--- config.mk ---
export PLATFORM = sky130hd
export DESIGN_NAME = dcc_channel
export DESIGN_NICKNAME = d
export VERILOG_FILES = /design/src/dcc_pkg.sv /design/src/dcc_channel.sv
export SDC_FILE = /design/constraint.sdc
export NUM_CORES = 1
export LEC_CHECK = 0
export BUFFER_PORTS_ARGS = -buffer_cell sky130_fd_sc_hd__buf_2
export CORE_MARGIN = 4
export CORE_UTILIZATION = 35
export DETAILED_ROUTE_END_ITERATION = 8
export PLACE_DENSITY_LB_ADDON = 0.05
export SLEW_MARGIN = 20
export SYNTH_ARGS = -nofsm -noshare
export SYNTH_HDL_FRONTEND = slang
export SYNTH_SLANG_ARGS = --single-unit
--- constraint.sdc ---
create_clock -name core_clk -period 3.6 [get_ports core_clk]
set_input_delay 0.54 -clock core_clk [delete_from_list [all_inputs] [get_ports core_clk]]
set_output_delay 0.54 -clock core_clk [all_outputs]
set_load 0.01 [all_outputs]
--- src/dcc_pkg.sv ---
package dcc_pkg;
  // register byte offsets
  localparam logic [3:0] CTRL_OFS = 4'h0;
  localparam logic [3:0] SRC_OFS = 4'h4;
  localparam logic [3:0] DST_OFS = 4'h8;
  localparam logic [3:0] STAT_OFS = 4'hc;
  // channel_control field positions
  localparam int LEV_BIT = 12;
  localparam int SNOOP_BIT = 11;
  localparam int REL_BIT = 10;
  localparam int SIO_BIT = 9;
  localparam int SAC_LSB = 7;
  localparam int DIO_BIT = 6;
  localparam int DAC_LSB = 4;
  localparam int SIZ_LSB = 2;
  localparam int DPS_LSB = 0;
  localparam int EXR_BIT = 14;
  localparam int POL_BIT = 13;
  localparam int SEL_BIT = 15;
  localparam int CTRL_W = 16;
  localparam logic [CTRL_W-1:0] CTRL_RST = 16'h0000;
  localparam logic [CTRL_W-1:0] CTRL_WMASK = 16'hdfff;
  localparam logic [31:0] ADDR_RST = 32'h0000_0000;
  localparam logic [1:0] RESP_OKAY = 2'h0;
  localparam logic [1:0] RESP_SLVERR = 2'h2;
  typedef enum logic [1:0] {
    DCC_IDLE = 2'b00,
    DCC_OWN = 2'b01,
    DCC_REL = 2'b10
  } dcc_bus_t;
endpackage : dcc_pkg

--- src/dcc_channel.sv ---
`timescale 1ns/100ps
// Notes on behaviour
// level mode with external requests: sustained low request line means request
// edge mode: a falling edge of the request line is one request
// level/edge select ignored when software requests are chosen
// software sets level mode when the interrupt controller line is used
// snoop select issues snoop bus requests, else general bus requests
// release enabled and owning bus: core release request returns bus at pause
// release disabled: core release requests ignored, bus kept
// release enable only acts in general bus-request mode
// source type bit: one is peripheral, zero is memory
// source step: 1x fixed, 01 decrement, 00 increment
// destination type bit: one is peripheral, zero is memory
// destination step: 1x fixed, 01 decrement, 00 increment
// unit size: 11 one byte, 10 two bytes, 0x four bytes
// port width: 11 eight, 10 sixteen, 0x thirty-two bits
// software completes configuration before standby
// software keeps unit size and port width equal for peripheral transfers
// port width ignored in memory-to-memory transfers
// all control fields reset to zero
// request source mode: one external, zero software requests
// polarity zero: falling edge or low effective, acknowledge active low
// stepped addresses move by the unit size after each unit
module dcc_channel (
  input wire logic core_clk,
  input wire logic rst_b,
  input wire logic [3:0] s_axi_awaddr,
  input wire logic s_axi_awvalid,
  output logic s_axi_awready,
  input wire logic [31:0] s_axi_wdata,
  input wire logic [3:0] s_axi_wstrb,
  input wire logic s_axi_wvalid,
  output logic s_axi_wready,
  output logic [1:0] s_axi_bresp,
  output logic s_axi_bvalid,
  input wire logic s_axi_bready,
  input wire logic [3:0] s_axi_araddr,
  input wire logic s_axi_arvalid,
  output logic s_axi_arready,
  output logic [31:0] s_axi_rdata,
  output logic [1:0] s_axi_rresp,
  output logic s_axi_rvalid,
  input wire logic s_axi_rready,
  input wire logic ext_dma_request_n,
  input wire logic intc_dma_request_n,
  output logic ext_dma_ack_n,
  output logic snoop_bus_request,
  output logic general_bus_request,
  input wire logic bus_grant,
  input wire logic core_release_request,
  input wire logic bus_pause,
  output logic [31:0] xfer_src_addr,
  output logic [31:0] xfer_dst_addr,
  output logic [2:0] xfer_bytes,
  output logic [5:0] port_bits,
  output logic src_is_peripheral,
  output logic dst_is_peripheral,
  input wire logic unit_done
);
  localparam int CW = dcc_pkg::CTRL_W;

  function automatic logic [2:0] size_bytes(input logic [1:0] code);
    unique case (code)
      2'b11: size_bytes = 3'h1;
      2'b10: size_bytes = 3'h2;
      default: size_bytes = 3'h4;
    endcase
  endfunction : size_bytes

  function automatic logic [31:0] step_addr(input logic [31:0] a, input logic [1:0] mode,
                                            input logic [2:0] n);
    if (mode[1]) begin
      step_addr = a;
    end else if (mode[0]) begin
      step_addr = a - {29'h0, n};
    end else begin
      step_addr = a + {29'h0, n};
    end
  endfunction : step_addr

  // request pins pass two flops before any use
  logic [1:0] extSync_reg, extSync_next;
  logic [1:0] intcSync_reg, intcSync_next;
  logic reqLast_reg, reqLast_next;
  logic [CW-1:0] ctrl_reg, ctrl_next;
  logic [31:0] src_reg, src_next, dst_reg, dst_next;
  logic pend_reg, pend_next;
  dcc_pkg::dcc_bus_t bus_reg, bus_next;
  logic awHeld_reg, awHeld_next, wHeld_reg, wHeld_next;
  logic [3:0] awAddr_reg, awAddr_next;
  logic [31:0] wData_reg, wData_next;
  logic [3:0] wStrb_reg, wStrb_next;
  logic bValid_reg, bValid_next;
  logic [1:0] bResp_reg, bResp_next;
  logic rValid_reg, rValid_next;
  logic [31:0] rData_reg, rData_next;
  logic [1:0] rResp_reg, rResp_next;

  logic reqLine, reqLevel, reqEdge, reqHit, extMode, levMode, snoopMode;
  logic [2:0] unitBytes;
  logic [31:0] wrMerged;
  logic [31:0] srcW, dstW;
  logic wrSrc, wrDst;

  always_comb begin
    extMode = ctrl_reg[dcc_pkg::EXR_BIT];
    levMode = ctrl_reg[dcc_pkg::LEV_BIT];
    snoopMode = ctrl_reg[dcc_pkg::SNOOP_BIT];
    // sel bit: 1 pin, 0 interrupt controller
    reqLine = ctrl_reg[dcc_pkg::SEL_BIT] ? extSync_reg[1] : intcSync_reg[1];
    reqLevel = ~reqLine;
    reqEdge = reqLast_reg & ~reqLine;
    // level/edge only matters in external mode
    reqHit = extMode & (levMode ? reqLevel : reqEdge);
    unitBytes = size_bytes(ctrl_reg[dcc_pkg::SIZ_LSB +: 2]);
  end

  always_comb begin
    extSync_next = {extSync_reg[0], ext_dma_request_n};
    intcSync_next = {intcSync_reg[0], intc_dma_request_n};
    reqLast_next = reqLine;
    pend_next = pend_reg;
    bus_next = bus_reg;
    src_next = src_reg;
    dst_next = dst_reg;
    // edge and level requests are both latched; pending reloads from the request at unit end
    if (reqHit) begin
      pend_next = 1'b1;
    end
    unique case (bus_reg)
      dcc_pkg::DCC_IDLE: begin
        if (pend_reg && bus_grant) begin
          bus_next = dcc_pkg::DCC_OWN;
        end
      end
      dcc_pkg::DCC_OWN: begin
        if (unit_done) begin
          src_next = step_addr(src_reg, ctrl_reg[dcc_pkg::SAC_LSB +: 2], unitBytes);
          dst_next = step_addr(dst_reg, ctrl_reg[dcc_pkg::DAC_LSB +: 2], unitBytes);
          // a fresh edge in the closing cycle must not be lost: set wins over clear
          pend_next = reqHit;
          bus_next = dcc_pkg::DCC_IDLE;
        end else if (!snoopMode && ctrl_reg[dcc_pkg::REL_BIT] && core_release_request) begin
          bus_next = dcc_pkg::DCC_REL;
        end
      end
      dcc_pkg::DCC_REL: begin
        if (bus_pause) begin
          bus_next = dcc_pkg::DCC_IDLE;
        end
      end
      default: bus_next = dcc_pkg::DCC_IDLE;
    endcase
    // software start: internal mode requests on a source pointer write, dropped when the unit ends
    if (!extMode) begin
      pend_next = pend_next & ~(bus_reg == dcc_pkg::DCC_OWN && unit_done);
    end
    // a software write to a pointer wins over the step of the same cycle
    if (wrSrc) begin
      src_next = srcW;
      // a software write to the source pointer starts an internal transfer
      pend_next = pend_next | ~extMode;
    end
    if (wrDst) begin
      dst_next = dstW;
    end
  end

  always_comb begin
    awHeld_next = awHeld_reg;
    wHeld_next = wHeld_reg;
    awAddr_next = awAddr_reg;
    wData_next = wData_reg;
    wStrb_next = wStrb_reg;
    bValid_next = bValid_reg;
    bResp_next = bResp_reg;
    rValid_next = rValid_reg;
    rData_next = rData_reg;
    rResp_next = rResp_reg;
    ctrl_next = ctrl_reg;
    wrMerged = 32'h0;
    if (s_axi_awvalid && s_axi_awready) begin
      awHeld_next = 1'b1;
      awAddr_next = s_axi_awaddr;
    end
    if (s_axi_wvalid && s_axi_wready) begin
      wHeld_next = 1'b1;
      wData_next = s_axi_wdata;
      wStrb_next = s_axi_wstrb;
    end
    if (bValid_reg && s_axi_bready) begin
      bValid_next = 1'b0;
    end
    if (awHeld_reg && wHeld_reg && !bValid_reg) begin
      awHeld_next = 1'b0;
      wHeld_next = 1'b0;
      bValid_next = 1'b1;
      bResp_next = dcc_pkg::RESP_OKAY;
      unique case ({awAddr_reg[3:2], 2'b00})
        dcc_pkg::CTRL_OFS: begin
          for (int i = 0; i < 2; i++) begin
            if (wStrb_reg[i]) begin
              wrMerged[8*i +: 8] = wData_reg[8*i +: 8];
            end else begin
              wrMerged[8*i +: 8] = ctrl_reg[8*i +: 8];
            end
          end
          // polarity stays zero: the one setting is prohibited
          ctrl_next = wrMerged[CW-1:0] & dcc_pkg::CTRL_WMASK;
        end
        dcc_pkg::SRC_OFS, dcc_pkg::DST_OFS: begin
        end
        default: bResp_next = dcc_pkg::RESP_SLVERR;
      endcase
    end
    if (rValid_reg && s_axi_rready) begin
      rValid_next = 1'b0;
    end
    if (s_axi_arvalid && s_axi_arready) begin
      rValid_next = 1'b1;
      rResp_next = dcc_pkg::RESP_OKAY;
      unique case ({s_axi_araddr[3:2], 2'b00})
        dcc_pkg::CTRL_OFS: rData_next = {16'h0, ctrl_reg};
        dcc_pkg::SRC_OFS: rData_next = src_reg;
        dcc_pkg::DST_OFS: rData_next = dst_reg;
        default: rData_next = {29'h0, pend_reg, bus_reg};
      endcase
    end
  end

  // address writes merge bytes into the running pointers
  always_comb begin
    wrSrc = awHeld_reg && wHeld_reg && !bValid_reg && awAddr_reg[3:2] == dcc_pkg::SRC_OFS[3:2];
    wrDst = awHeld_reg && wHeld_reg && !bValid_reg && awAddr_reg[3:2] == dcc_pkg::DST_OFS[3:2];
    for (int i = 0; i < 4; i++) begin
      srcW[8*i +: 8] = wStrb_reg[i] ? wData_reg[8*i +: 8] : src_reg[8*i +: 8];
      dstW[8*i +: 8] = wStrb_reg[i] ? wData_reg[8*i +: 8] : dst_reg[8*i +: 8];
    end
  end

  always_ff @(posedge core_clk or negedge rst_b) begin
    if (!rst_b) begin
      extSync_reg <= 2'h3;
      intcSync_reg <= 2'h3;
      reqLast_reg <= 1'b1;
      ctrl_reg <= dcc_pkg::CTRL_RST;
      src_reg <= dcc_pkg::ADDR_RST;
      dst_reg <= dcc_pkg::ADDR_RST;
      pend_reg <= 1'b0;
      bus_reg <= dcc_pkg::DCC_IDLE;
      awHeld_reg <= 1'b0;
      wHeld_reg <= 1'b0;
      awAddr_reg <= 4'h0;
      wData_reg <= 32'h0;
      wStrb_reg <= 4'h0;
      bValid_reg <= 1'b0;
      bResp_reg <= 2'h0;
      rValid_reg <= 1'b0;
      rData_reg <= 32'h0;
      rResp_reg <= 2'h0;
    end else begin
      extSync_reg <= extSync_next;
      intcSync_reg <= intcSync_next;
      reqLast_reg <= reqLast_next;
      ctrl_reg <= ctrl_next;
      src_reg <= src_next;
      dst_reg <= dst_next;
      pend_reg <= pend_next;
      bus_reg <= bus_next;
      awHeld_reg <= awHeld_next;
      wHeld_reg <= wHeld_next;
      awAddr_reg <= awAddr_next;
      wData_reg <= wData_next;
      wStrb_reg <= wStrb_next;
      bValid_reg <= bValid_next;
      bResp_reg <= bResp_next;
      rValid_reg <= rValid_next;
      rData_reg <= rData_next;
      rResp_reg <= rResp_next;
    end
  end

  always_comb begin
    s_axi_awready = !awHeld_reg;
    s_axi_wready = !wHeld_reg;
    s_axi_bvalid = bValid_reg;
    s_axi_bresp = bResp_reg;
    s_axi_arready = !rValid_reg;
    s_axi_rvalid = rValid_reg;
    s_axi_rdata = rData_reg;
    s_axi_rresp = rResp_reg;
    // bus request kind follows snoop select while a request waits or bus is held
    snoop_bus_request = snoopMode & (pend_reg | bus_reg != dcc_pkg::DCC_IDLE);
    general_bus_request = !snoopMode & (pend_reg | bus_reg == dcc_pkg::DCC_OWN);
    ext_dma_ack_n = !(extMode && bus_reg == dcc_pkg::DCC_OWN);
    xfer_src_addr = src_reg;
    xfer_dst_addr = dst_reg;
    xfer_bytes = unitBytes;
    src_is_peripheral = ctrl_reg[dcc_pkg::SIO_BIT];
    dst_is_peripheral = ctrl_reg[dcc_pkg::DIO_BIT];
    // port width only meaningful when a peripheral end exists
    if (!(ctrl_reg[dcc_pkg::SIO_BIT] | ctrl_reg[dcc_pkg::DIO_BIT])) begin
      port_bits = 6'h0;
    end else begin
      port_bits = {size_bytes(ctrl_reg[dcc_pkg::DPS_LSB +: 2]), 3'b000};
    end
  end
endmodule : dcc_channel

Word level (Yosys, flattened, before mapping)
Cells that the tools add are included.

Input bits: 57. Output and inout bits: 119. Bits in registers: 165.

$add $sub $neg: 4. Reductions and logical operators: 44. Eq/ne operators: 23. Multiplexer cells: 39. Bitwise gates (word level): 12.

Operators by type and width (number): $mux 32 (10); $pmux 32 s3 (1); $add 32x3->32 (2); $sub 32x3->32 (2); $mux 8 (4); $reduce_and 4->1 (8); $ne 2x2->1 const B (10); $reduce_bool 2->1 (9); $mux 1 (15); $eq 2x2->1 const B (7); $logic_and 1x1->1 (14); $pmux 3 s2 (2); $mux 2 (5); $reduce_and 3->1 (3); $eq 2x1->1 const B (3); $logic_not 1->1 (6); $logic_not 2->1 (3); $mux 6 (1); $pmux 2 s3 (1); $and 1x1->1 (5); $ne 2x1->1 const B (2); $or 1x1->1 (4); $ne 3x3->1 const B (1); $not 1->1 (3); $reduce_or 3->1 (1).

Depth between registers and ports, before layout
Depth after elaboration: 12. Depth in mapped cells: 15.

Worst setup path after synthesis
Ideal clock, no wire load.

Path type: register to register. Start: register ctrl_reg[3]. End: register src_reg[24] (netlist: xfer_src_addr[24]). Buffers on the path: 0. Period minus slack after synthesis: 3769 ps. Required time: 3523 ps. Arrival: 3692 ps. Slack: -169 ps. Cell stages (with the launch flop): 16. Setup time: 77 ps. Cells stage by stage: dfrtp_1 > nor2b_1 > inv_1 > ha_1 > mux2i_1 > fa_1 > a21o_1 > a311o_1 > a21oi_1 > o211ai_1 > a311oi_2 > o21ai_1 > or2_1 > o21ai_0 > mux2_2 > a21oi_1.

Word-level cells in the longest chain between the ends: 8. Elaborated cells between the ends (all ways): 10. Classes of those cells: 2 x add/sub; 2 x eq/ne; 6 x mux.

Ends and longest elaborated chain: from (decl) (line dcc_channel.sv:85) `logic [CW-1:0] ctrl_reg, ctrl_next;`; from (signal assigned) (line dcc_channel.sv:246) `ctrl_reg <= dcc_pkg::CTRL_RST;`; from (signal assigned) (line dcc_channel.sv:265) `ctrl_reg <= ctrl_next;`; $eq 2x2->1 (line dcc_channel.sv:63) `unique case (code)`; $pmux 3 s2 (*) (line dcc_channel.sv:63); net xfer_bytes[1] (line dcc_channel.sv:54) `output logic [2:0] xfer_bytes,`; $add 32x3->32 or $sub 32x3->32 (tied branches) (line dcc_channel.sv:77, dcc_channel.sv:75); $mux 32 (*) (line dcc_channel.sv:74) `end else if (mode[0]) begin`; $mux 32 (*) (line dcc_channel.sv:72) `if (mode[1]) begin`; $mux 32 (*) (line dcc_channel.sv:137) `if (unit_done) begin`; $mux 32 (*) (line dcc_channel.sv:130) `unique case (bus_reg)`; $mux 32 (*) (line dcc_channel.sv:159) `if (wrSrc) begin`; to (signal assigned) (line dcc_channel.sv:247) `src_reg <= dcc_pkg::ADDR_RST;`; to (signal assigned) (line dcc_channel.sv:266) `src_reg <= src_next;`; to (decl) (line dcc_channel.sv:86) `logic [31:0] src_reg, src_next, dst_reg, dst_next;`.

The timed path passes the listed nets; every way through them passes the cells marked *. The select of a mux whose other input is x is not followed. A chain may end at the register's enable or synchronous reset.

Final worst setup path
Start: register ctrl_reg[3]. End: register src_reg[24] (netlist: xfer_src_addr[24]).

Word-level cells in the longest chain between the ends: 8. Elaborated cells between the ends (all ways): 10. Classes of those cells: 2 x add/sub; 2 x eq/ne; 6 x mux.

Ends and longest elaborated chain (line): $eq 2x2->1 (dcc_channel.sv:63); $pmux 3 s2 (*) (dcc_channel.sv:63); $add 32x3->32 or $sub 32x3->32 (tied branches) (dcc_channel.sv:77, dcc_channel.sv:75); $mux 32 (*) (dcc_channel.sv:74); $mux 32 (*) (dcc_channel.sv:72); $mux 32 (*) (dcc_channel.sv:137); $mux 32 (*) (dcc_channel.sv:130); $mux 32 (*) (dcc_channel.sv:159).

Mark *: on every way between the ends. The rest lies on a longest branch, timed or not. The select of a mux whose other input is x is not followed.

==> results.cfg <==
[floorplanning]
start_util = 0.354
die_h_um = 178
rows = 62
dieArea_um2 = 31700
io-pin-count = 176
dieWidth_um = 178
core_um2 = 28600

[logic_synthesis]
synth_cells = 1109
synth_area_um2 = 10100
synth_edf_count = 0
synthFlopType = dfrtp_1
avgSynthCellArea_um2 = 9.14
ys_seq_area_frac = 0.401
synthArstFlopShare = 1.00
yosysWarnings = 0
netlist-cell-type-count = 68
ys_seq_elements = 162

[pwr]
power.share.clock = 0.135
p_comb_frac = 0.605
p_total_mw = 14.4
internal_power_mw = 7.55
seq_power_share = 0.260
switching_share = 0.476
peakVddDrop_v = 0.000426
power_density_nw_per_um2 = 1170
p_switching_mw = 6.86
p_leak_nw = 5.61

[finish]
syn_to_final_growth_pct = 21.2
layout-drive-gt1-share = 0.260
fin_area_um2 = 12300
instances_no_fill = 1681
fin_nets = 1403
postLayoutCoreUtil = 0.429

[timing]
hold_viol = 0
fin_ws_ns = 0.102
period_minus_slack_ns = 3.50
timing.final.max_slew_violations = 0
worstMarginPinSlew_ns = 0.703
setup_viol_count_final = 0
finalCritPeriodShare = 0.972
grt_setup_unrepaired = true
hold-worst-slack_ns = 0.0695
fmax_mhz = 286
slew_headroom = 0.530
fin_skew_ns = 0.0128
tns_ns = 0

[critical_path]
reg2reg_to = xfer_src_addr[24]
worstPathRequired_ns = 3.95
worstSetupStartpointType = flip-flop
r2r_cells = 15
r2r-start = ctrl_reg[3]
arrival_ns = 3.85
rrSetupSlack_ns = 0.10
path_class = flip-flop to flip-flop
cp_max_fo = 4
cp-end-kind = flip-flop

[grt]
grt_pass1_wl_mm = 50.9
grt_pass1_vias = 8542
grt_max_degree = 76
grt.overflow.total = 0
antenna_found_initial = 2
track_usage = 0.208

[clock_network]
clk_path_buf_depth = 2
root_buffer = clkbuf_16
cts_tree = yes
h-tree-depth = 4
insertion_delay_ns = 0.43
clkTransAtPathRegs_ns = 0.08
cts_buffers = 17
clock_sinks = 162

[routing]
ant_nets = 0
wirelength_mm = 33.1
wl_per_cell_um = 19.7
first_pass_iters = 5
viasPerCell = 5.31
drcViolationCount = 0
dr.first_iter.drc_count = 628
vias = 8931

[place]
port_buffers = 165
dpl-instance-area_um2 = 11500
gp_congestion = 0.882
dp_hpwl_mm = 25.2
placed_cells_incl_taps = 1641
dp_slack_ns = -0.215

[hold_path]
worstHoldPathType = input port to asynchronous set/reset pin

[outcome]
status = finished clean

[job]
maxCapViolCount = 0
## layout by cell type (no fill, tap or decap), types with 24 or more instances in the layout
master	netlist	layout
a21oi_1	117	113
a31oi_1	25	24
buf_2	1	164
buf_4	6	35
dfrtp_1	157	155
ha_1	63	62
mux2_2	61	60
nand2_1	132	131
nor2_1	91	91
o21ai_0	90	88
xor2_1	27	27
## worst max-delay path by stage
stage | startpoint | end | slack (ns)
CTS | ctrl_reg[2] | xfer_src_addr[24] | 0.0005
detailed placement | ctrl_reg[3] | xfer_src_addr[24] | -0.21
global route | ctrl_reg[2] | xfer_src_addr[24] | -0.07
floorplan | ctrl_reg[3] | xfer_src_addr[24] | -0.06
finish | ctrl_reg[3] | xfer_src_addr[24] | 0.10
global placement | ctrl_reg[3] | xfer_src_addr[24] | -0.15
## power by group through the flow
stage          Sequential [mW]  Combinational (mW)  Clock [mW]
2_1_floorplan             3.49                5.95           0
3_5_place_dp              3.76                8.36           0
4_1_cts                   3.74                8.53        2.00
3_3_place_gp              3.77                8.33           0
6_report                  3.76                8.72        1.94
5_1_grt                   3.88                9.78        2.06
## cell type report
cell class              instances  area (um^2)
fillers                      2921        16300
repair buffers                201         1110
well taps                     384          480
clock inverters                15          180
multi-input cells             876         5920
flip-flops and latches        162         4060
diodes                          3         7.51
clock buffers                  17          425
inverters                      23         86.3
## synthesized netlist by cell type, drive strengths merged, types with 6 or more instances
library cell,number,area (um^2)
a21o,21,158
nand2b,9,56.3
mux2i,15,150
and3,10,62.6
inv,23,86.3
ha,63,788
a211oi,6,45.0
buf,11,65.1
a22oi,18,135
clkbuf,42,159
xnor2,20,175
nor2b,13,81.3
a31oi,26,178
xor2,27,236
nand2,132,495
nor3,16,80.1
o22ai,7,43.8
a21oi,117,586
and2,9,56.3
nor2,91,342
or3,9,56.3
dfrtp,157,3930
mux2,61,687
o21a,14,105
o211ai,6,45.0
nand3,21,105
o21ai,93,465
## routing by layer
layer | vias up | track usage | share of wire
li1 | 4395 | - | -
met3 | 12 | 0.0369 | 0.050
met5 | - | 0 | 0
met2 | 215 | 0.301 | 0.43
met4 | 0 | 0.0367 | 0.0080
met1 | 4309 | 0.325 | 0.52
## kinds of logic (layout without fill, tap and decap cells)
kind of cell,count (synthesis),after routing,synth area share
AO/OA/AOI/OAI,351,351,0.212
XOR/XNOR,47,47,0.0406
adder cells (fa/ha/maj),65,65,0.0817
buffers and inverters,76,256,0.0306
flip-flops,162,162,0.401
multiplexers,79,79,0.0893
other,1,9,0.000370
AND/OR/NAND/NOR,328,328,0.145
## worst max-delay path, stage by stage (launching register included)
cell      delay [ns]
dfrtp_1         0.39
nor2b_4         0.17
inv_2           0.05
ha_4            0.28
mux2i_4         0.07
fa_2            0.36
a21o_1          0.18
a311o_1         0.33
a21oi_2         0.15
o211ai_1        0.16
a311oi_2        0.31
o21ai_2         0.09
or2_4           0.28
o21ai_2         0.16
mux2_4          0.32
a21oi_2         0.11
## what timing repair did
action | in CTS | in global routing
gates resized for setup | 12 | 17
buffers inserted | 2 | 3
pin swaps | 13 | 13
hold buffers | 0 | 0
endpoints found under the setup margin | 9 | 17
Power figures use the tool's default switching activity.
